**src/hdl/pcg_defines.svh**
```systemverilog
// Offsets, field positions and reset values of the clock gating block
`ifndef PCG_DEFINES_SVH
`define PCG_DEFINES_SVH

`define PCG_OFF_RUN_GATE      12'h104
`define PCG_OFF_SLEEP_GATE    12'h114
`define PCG_OFF_DEEP_GATE     12'h124
`define PCG_OFF_CLOCK_CONFIG  12'h060
`define PCG_OFF_FAULT_STATUS  12'h200
`define PCG_ADDR_W            12
`define PCG_GATE_RESET        32'h00000000
`define PCG_CONFIG_RESET      32'h00000000
`define PCG_GATE_WMASK        32'h030f1101
`define PCG_AUTO_GATING_BIT   27
`define PCG_CONFIG_WMASK      32'h08000000
`define PCG_NUM_UNITS         10
`define PCG_BIT_SERIAL0       0
`define PCG_BIT_QUAD0         8
`define PCG_BIT_TWOWIRE0      12
`define PCG_BIT_GP_TIMER_ZERO_CLOCK_EN        16
`define PCG_BIT_GP_TIMER_ONE_CLOCK_EN        17
`define PCG_BIT_GP_TIMER_TWO_CLOCK_EN        18
`define PCG_BIT_GP_TIMER_THREE_CLOCK_EN        19
`define PCG_BIT_COMPARATOR_ZERO_CLOCK_EN         24
`define PCG_BIT_COMPARATOR_ONE_CLOCK_EN         25

`endif

```
**src/hdl/pcg_pkg.sv**
```systemverilog
// Types shared by the clock gating block
`default_nettype none
package pcg_pkg;
  typedef enum logic [1:0] {
    PCG_MODE_RUN,
    PCG_MODE_SLEEP,
    PCG_MODE_DEEP_SLEEP
  } pcg_mode_t;
  typedef logic [31:0] pcg_word_t;
  typedef logic [9:0]  pcg_units_t;
endpackage : pcg_pkg
`default_nettype wire

```
**src/hdl/pcg_gate_reg.sv**
```systemverilog
// One masked gating register with reset to zero
`timescale 1ns/1ps
`default_nettype none
`include "pcg_defines.svh"
module pcg_gate_reg #(
  parameter logic [31:0] WMASK = `PCG_GATE_WMASK,
  parameter logic [31:0] RVAL  = `PCG_GATE_RESET
) (
  input  wire logic        mclk,    // System clock
  input  wire logic        rst,     // Sync reset, high
  input  wire logic        we,      // Write this register
  input  wire logic [31:0] wdata,   // Write data
  output logic      [31:0] q        // Stored value
);
  logic [31:0] q_reg;
  logic [31:0] q_next;

  always_comb begin
    q_next = q_reg;
    // Reserved positions are masked so they stay zero
    if (we) begin
      q_next = wdata & WMASK;
    end
  end

  always_ff @(posedge mclk) begin
    if (rst) begin
      q_reg <= RVAL;
    end else begin
      q_reg <= q_next;
    end
  end

  assign q = q_reg;
endmodule : pcg_gate_reg
`default_nettype wire

```
**src/hdl/pcg_access_guard.sv**
```systemverilog
// Bus fault detection for accesses to unclocked peripheral units
`timescale 1ns/1ps
`default_nettype none
module pcg_access_guard (
  input  wire logic                 mclk,      // System clock
  input  wire logic                 rst,       // Sync reset, high
  input  wire logic [9:0]           unit_en,   // Live clock enables
  input  wire logic [9:0]           unit_sel,  // Unit addressed, one-hot
  input  wire logic                 unit_acc,  // Access strobe to a unit
  output logic                      fault,     // Fault pulse
  output logic                      done       // Normal completion pulse
);
  logic fault_reg;
  logic fault_next;
  logic done_reg;
  logic done_next;

  always_comb begin
    fault_next = 1'b0;
    done_next  = 1'b0;
    if (unit_acc) begin
      if ((unit_sel & ~unit_en) != 10'h000) begin
        fault_next = 1'b1;
      end else begin
        done_next = 1'b1;
      end
    end
  end

  always_ff @(posedge mclk) begin
    if (rst) begin
      fault_reg <= 1'b0;
      done_reg  <= 1'b0;
    end else begin
      fault_reg <= fault_next;
      done_reg  <= done_next;
    end
  end

  assign fault = fault_reg;
  assign done  = done_reg;
endmodule : pcg_access_guard
`default_nettype wire

```
**src/hdl/pcg_top.sv**
```systemverilog
// Peripheral clock gating control: registers, mode select, fault check
// How it works
// Set bit delivers clock to unit
// Clear bit withholds clock, unit disabled
// Access to unclocked unit returns fault
// All gating bits reset to zero
// Separate run, sleep, deep-sleep registers
// Auto-gating bit enables sleep registers
// Bit 0 enables serial port zero
// Bit 8 enables quadrature decoder zero
// Bit 12 enables two-wire zero
// Bits 16,17 enable timers zero, one
// Reserved bits read zero, read-only
// Deep-sleep register at offset 0x124
// Bits 24,25 enable comparators zero, one
// Bits 18,19 enable timers two, three
// Power mode picks applied register
// Writes to reserved bits ignored
//
// Our own choice: the address-and-strobe port.
`timescale 1ns/1ps
`default_nettype none
`include "pcg_defines.svh"
module pcg_top
  import pcg_pkg::*;
(
  input  wire logic                 mclk,        // System clock, 10 MHz
  input  wire logic                 rst,         // Sync reset, high
  input  wire logic [11:0]          reg_addr,    // Register byte offset
  input  wire logic [31:0]          reg_wdata,   // Register write data
  input  wire logic                 reg_wr,      // Write strobe
  input  wire logic                 reg_rd,      // Read strobe
  output logic      [31:0]          reg_rdata,   // Read data, next cycle
  input  wire pcg_pkg::pcg_mode_t   power_mode,  // Current power mode
  input  wire logic [9:0]           unit_sel,    // Unit hit by bus access
  input  wire logic                 unit_acc,    // Bus access to a unit
  output logic                      unit_fault,  // Access faulted
  output logic                      unit_done,   // Access completed
  output logic                      serial_port_zero_clock_en,        // Clk
  output logic                      quadrature_decoder_zero_clock_en, // Clk
  output logic                      two_wire_zero_clock_en,           // Clk
  output logic                      gp_timer_zero_clock_en,           // Clk
  output logic                      gp_timer_one_clock_en,            // Clk
  output logic                      gp_timer_two_clock_en,            // Clk
  output logic                      gp_timer_three_clock_en,          // Clk
  output logic                      comparator_zero_clock_en,         // Clk
  output logic                      comparator_one_clock_en           // Clk
);
  import pcg_pkg::*;

  pcg_word_t  run_unit_clock_gate;
  pcg_word_t  sleep_unit_clock_gate;
  pcg_word_t  deep_sleep_unit_clock_gate;
  pcg_word_t  run_mode_clock_config;
  pcg_word_t  applied;
  pcg_word_t  en_reg;
  pcg_word_t  en_next;
  pcg_word_t  rdata_reg;
  pcg_word_t  rdata_next;
  logic [9:0] fault_cnt_reg;
  logic [9:0] fault_cnt_next;
  pcg_units_t unit_en;
  logic       auto_gating_select;
  logic       wr_run;
  logic       wr_sleep;
  logic       wr_deep;
  logic       wr_cfg;
  logic       clr_faults;

  // Address decode for writes
  always_comb begin
    wr_run     = 1'b0;
    wr_sleep   = 1'b0;
    wr_deep    = 1'b0;
    wr_cfg     = 1'b0;
    clr_faults = 1'b0;
    if (reg_wr && reg_addr == `PCG_OFF_RUN_GATE) begin
      wr_run = 1'b1;
    end else if (reg_wr && reg_addr == `PCG_OFF_SLEEP_GATE) begin
      wr_sleep = 1'b1;
    end else if (reg_wr && reg_addr == `PCG_OFF_DEEP_GATE) begin
      wr_deep = 1'b1;
    end else if (reg_wr && reg_addr == `PCG_OFF_CLOCK_CONFIG) begin
      wr_cfg = 1'b1;
    end else if (reg_wr && reg_addr == `PCG_OFF_FAULT_STATUS) begin
      clr_faults = 1'b1;
    end
  end

  // Three independent gating registers; reserved bits masked off
  pcg_gate_reg u_run (
    .mclk  (mclk),
    .rst   (rst),
    .we    (wr_run),
    .wdata (reg_wdata),
    .q     (run_unit_clock_gate)
  );
  pcg_gate_reg u_sleep (
    .mclk  (mclk),
    .rst   (rst),
    .we    (wr_sleep),
    .wdata (reg_wdata),
    .q     (sleep_unit_clock_gate)
  );
  pcg_gate_reg u_deep (
    .mclk  (mclk),
    .rst   (rst),
    .we    (wr_deep),
    .wdata (reg_wdata),
    .q     (deep_sleep_unit_clock_gate)
  );
  pcg_gate_reg #(
    .WMASK (`PCG_CONFIG_WMASK),
    .RVAL  (`PCG_CONFIG_RESET)
  ) u_cfg (
    .mclk  (mclk),
    .rst   (rst),
    .we    (wr_cfg),
    .wdata (reg_wdata),
    .q     (run_mode_clock_config)
  );

  assign auto_gating_select = run_mode_clock_config[`PCG_AUTO_GATING_BIT];

  // Without auto gating the run register stays in force in every mode
  always_comb begin
    applied = run_unit_clock_gate;
    case (power_mode)
      PCG_MODE_SLEEP: begin
        if (auto_gating_select) begin
          applied = sleep_unit_clock_gate;
        end
      end
      PCG_MODE_DEEP_SLEEP: begin
        if (auto_gating_select) begin
          applied = deep_sleep_unit_clock_gate;
        end
      end
      default: begin
        applied = run_unit_clock_gate;
      end
    endcase
  end

  // Registered enables keep the clock gates glitch free
  always_comb begin
    en_next = applied;
  end

  always_ff @(posedge mclk) begin
    if (rst) begin
      en_reg <= `PCG_GATE_RESET;
    end else begin
      en_reg <= en_next;
    end
  end

  assign serial_port_zero_clock_en        = en_reg[`PCG_BIT_SERIAL0];
  assign quadrature_decoder_zero_clock_en = en_reg[`PCG_BIT_QUAD0];
  assign two_wire_zero_clock_en           = en_reg[`PCG_BIT_TWOWIRE0];
  assign gp_timer_zero_clock_en           = en_reg[`PCG_BIT_GP_TIMER_ZERO_CLOCK_EN];
  assign gp_timer_one_clock_en            = en_reg[`PCG_BIT_GP_TIMER_ONE_CLOCK_EN];
  assign gp_timer_two_clock_en            = en_reg[`PCG_BIT_GP_TIMER_TWO_CLOCK_EN];
  assign gp_timer_three_clock_en          = en_reg[`PCG_BIT_GP_TIMER_THREE_CLOCK_EN];
  assign comparator_zero_clock_en         = en_reg[`PCG_BIT_COMPARATOR_ZERO_CLOCK_EN];
  assign comparator_one_clock_en          = en_reg[`PCG_BIT_COMPARATOR_ONE_CLOCK_EN];

  // Unit order in unit_sel/unit_en: serial, quad, two-wire, timers 0-3, comps
  assign unit_en = {1'b0, comparator_one_clock_en, comparator_zero_clock_en,
                    gp_timer_three_clock_en, gp_timer_two_clock_en,
                    gp_timer_one_clock_en, gp_timer_zero_clock_en,
                    two_wire_zero_clock_en, quadrature_decoder_zero_clock_en,
                    serial_port_zero_clock_en};

  pcg_access_guard u_guard (
    .mclk     (mclk),
    .rst      (rst),
    .unit_en  (unit_en),
    .unit_sel (unit_sel),
    .unit_acc (unit_acc),
    .fault    (unit_fault),
    .done     (unit_done)
  );

  // Sticky per-unit fault record; a new fault wins over a clear
  always_comb begin
    fault_cnt_next = fault_cnt_reg;
    if (clr_faults) begin
      fault_cnt_next = fault_cnt_reg & ~reg_wdata[9:0];
    end
    if (unit_acc) begin
      fault_cnt_next = fault_cnt_next | (unit_sel & ~unit_en);
    end
  end

  always_ff @(posedge mclk) begin
    if (rst) begin
      fault_cnt_reg <= 10'h000;
    end else begin
      fault_cnt_reg <= fault_cnt_next;
    end
  end

  // Read mux; unmapped offsets read zero
  always_comb begin
    rdata_next = 32'h00000000;
    if (reg_rd && reg_addr == `PCG_OFF_RUN_GATE) begin
      rdata_next = run_unit_clock_gate;
    end else if (reg_rd && reg_addr == `PCG_OFF_SLEEP_GATE) begin
      rdata_next = sleep_unit_clock_gate;
    end else if (reg_rd && reg_addr == `PCG_OFF_DEEP_GATE) begin
      rdata_next = deep_sleep_unit_clock_gate;
    end else if (reg_rd && reg_addr == `PCG_OFF_CLOCK_CONFIG) begin
      rdata_next = run_mode_clock_config;
    end else if (reg_rd && reg_addr == `PCG_OFF_FAULT_STATUS) begin
      rdata_next = {22'h000000, fault_cnt_reg};
    end
  end

  always_ff @(posedge mclk) begin
    if (rst) begin
      rdata_reg <= 32'h00000000;
    end else begin
      rdata_reg <= rdata_next;
    end
  end

  assign reg_rdata = rdata_reg;
endmodule : pcg_top
`default_nettype wire

```
**config.mk**
```make
export PLATFORM = sky130hd
export DESIGN_NAME = pcg_top
export DESIGN_NICKNAME = d
export VERILOG_FILES = /design/src/hdl/pcg_pkg.sv /design/src/hdl/pcg_gate_reg.sv /design/src/hdl/pcg_access_guard.sv /design/src/hdl/pcg_top.sv
export VERILOG_INCLUDE_DIRS = /design/src /design/src/hdl
export SDC_FILE = /design/constraint.sdc
export NUM_CORES = 1
export LEC_CHECK = 0
export CAP_MARGIN = 40
export CORE_MARGIN = 2
export CORE_UTILIZATION = 58
export DETAILED_ROUTE_END_ITERATION = 7
export DONT_BUFFER_PORTS = 1
export PLACE_DENSITY = 0.82
export SYNTH_ARGS = -nofsm -noshare
export SYNTH_HDL_FRONTEND = slang
export SYNTH_SLANG_ARGS = --single-unit
export TNS_END_PERCENT = 20
```
**constraint.sdc**
```tcl
create_clock -name mclk -period 2.37 [get_ports mclk]
set_input_delay 0.1185 -clock mclk [delete_from_list [all_inputs] [get_ports mclk]]
set_output_delay 0.1185 -clock mclk [all_outputs]
set_load 0.02 [all_outputs]
```
==> out/metrics.cfg <==
[status]
outcome=completed

[die]
start_util=0.612
dieArea_um2=5640
design.core.area_um2=4790
die_h_um=75.1
die_x_um=75.1
rows=25
io_pins=104

[min_path]
min_path_type=input pin to register
holdCritStartpoint=rst
hold-path-cell-count=3
holdPathEnd=u_guard.done$_SDFF_PP0_

[layout]
antenna_cells=0
register_area_um2=1340
final_common_cell=dfxtp_1
final_cell_mix=dfxtp_1 (67), nor2_1 (54), mux2i_1 (27), dlygate4sd3_1 (27), nand2_1 (18)
syn2layout_area_growth_pct=16.1
layout-drive-gt1-share=0.0925
fin_nets=393
multi_input_area_um2=1430
postLayoutCoreUtil=0.711
fillerInstances=354
largest_register_ffs=18
stdcell_area_um2=3400

[sta]
tightest_slew_ns=0.692
finalCriticalPeriod_ns=2.11
finalMaxSlewViolations=0
setup_viol=0
skew_ns=0.00723
slew_headroom=0.537
rsz0062_at_grt=no
layout_setup_ws_ns=0.260
hold_viol=0
fin_setup_tns_ns=0
fin_crit_sh=0.890
worst_hold_slack_ns=0.0180
max_freq_ghz=0.474

[grt]
antenna_found_initial=0
grt_max_degree=47
first_global_vias=2278
track_usage=0.262
grt.overflow.total=0
grt_pass1_wl_um=10900

[placement]
port_buffers=0
globalplace.congestion=0.799
dp_hpwl_um=4390
dpl_cell_area_um2=2890
pre_cts_slack_ns=0.488

[synthesis]
synth_top_family_by_area=simple AND/OR/NAND/NOR gates
yosysWarnings=0
ys_seq_area_frac=0.458
yosys.cell_types.count=40
synth-compound-area-share=0.156
synth_xor_area_frac=0
yosys.area_share.adder=0.00854
syn_area_um2=2930
synth_cells=308
synth_area_per_cell_um2=9.51
synth_seq_cells=67
synth-simple-area-share=0.210
synth_mux_area_frac=0.0922

[setup_path]
reg2reg_to=fault_cnt_reg[5]$_SDFF_PP0_
r2r_cells=4
crit_fanout=10
crit_path_end_kind=register
criticalPathCategory=input pin to register
cp-start-kind=input pin
crit_required_ns=2.59
crit_arrival_ns=2.33
reg2reg_from=en_reg[18]$_SDFF_PP0_
rrSetupSlack_ns=0.65

[clocking]
post_cts_buffers=0
cts_root_buf=clkbuf_8
clk_pin_slew_ns=0.07
clock_latency_ns=0.34
cts.path.max_buffers=2
cts_buffers=9
cts.htree.levels=3
cts_num_sinks=67
cts_tree=built

[drt]
via_per_inst=5.72
drt_iter0_drc=124
wl_um=6940
drc=0
dr.pass1.iters=4
detail-route-antenna-nets=0
vias=2300
routedWlPerCell_um=17.3

[power_and_ir_drop]
ir_worst_vdd_uv=528
p_per_area_nw_per_um2=699
p_leak_nw=1.41

[flow_run]
max-cap-violations=0

==> stage by stage <==
stage          cells  power, W
2_1_floorplan    321   0.00128
4_1_cts          402   0.00238
5_1_grt          402   0.00245
6_report         402   0.00238
3_5_place_dp     358   0.00127
3_3_place_gp     358   0.00126
==> what timing repair did <==
item                      CTS  global route
hold buffers               28             0
resized for setup           0             0
hold endpoints to repair   55             0
==> cell families (layout without fill, tap and decap cells) <==
group                      count (synthesis)  in the layout
DFF                                       67             67
buffers and inverters                     37             51
and+or+nand+nor                          118            118
adders and majority gates                  2              2
AOI/OAI and AO/OA                         56             56
muxes                                     27             27
other                                      1             14
==> critical path, cell delays in order <==
cell	delay, ns
or4_1	0.54
nor3b_1	0.41
and3_1	0.49
a311oi_1	0.18
dlygate4sd3_1	0.59
==> where the power goes <==
part | leakage (nW) | internal [W] | switching, W
Clock | 0.113 | 0.000649 | 0.000421
Combinational | 0.757 | 0.0000678 | 0.0000950
Sequential | 0.542 | 0.00114 | 0.00000721
Total | 1.41 | 0.00185 | 0.000523
==> routing by layer <==
layer / up-vias / share of wire / GRT usage
li1: 1108 / - / -
met1: 1079 / 0.41 / 0.315
met2: 101 / 0.50 / 0.435
met3: 12 / 0.073 / 0.0629
met4: 0 / 0.017 / 0.133
met5: - / 0 / 0
==> area by class of cell <==
class                           instances  share of cell area
Timing Repair Buffer                   30              0.0897
Multi-Input combinational cell        217               0.419
Clock inverter                          4              0.0213
Inverter                                5             0.00551
Sequential cell                        67               0.394
Clock buffer                           12              0.0456
Tap cell                               67              0.0246
==> worst max-delay path by stage <==
stage	startpoint	endpoint	cells past startpoint
floorplan	reg_addr[3]	u_deep.q[0]$_SDFFE_PP0P_	6
global placement	reg_addr[11]	reg_rdata[8]$_SDFF_PP0_	4
global route	reg_addr[11]	fault_cnt_reg[5]$_SDFF_PP0_	5
CTS	reg_addr[11]	fault_cnt_reg[9]$_SDFF_PP0_	5
detailed placement	reg_addr[11]	reg_rdata[8]$_SDFF_PP0_	4
finish	reg_addr[11]	fault_cnt_reg[5]$_SDFF_PP0_	5
==> synth_stat cells, drive strengths merged <==
cell type  instances  area (um2)
dfxtp             67        1340
nor2              54         203
mux2i             27         270
buf               22         161
nand2             19        73.8
a21oi             13        65.1
nor2b             11        68.8
a311oi            10        87.6
clkbuf            10        37.5
a22o               9        78.8
a22oi              9        67.6
and2               8        50.1
a2111oi            6        90.1
inv                5        18.8
or4                5        48.8
nor4               4        25.0
and3               3        18.8
a2bb2oi            2        17.5
a32oi              2        17.5
ha                 2        25.0
nand2b             2        12.5
nand4b             2        17.5
nor3               2        10.0
o21ai              2        10.0
or4b               2        20.0
or4bb              2        22.5
a31oi              1        6.26
a41o               1        10.0
conb               1        3.75
nand3              1        5.00
nand3b             1        7.51
nor3b              1        7.51
nor4b              1        23.8
o21bai             1        7.51
Power figures use the tool's default switching activity.
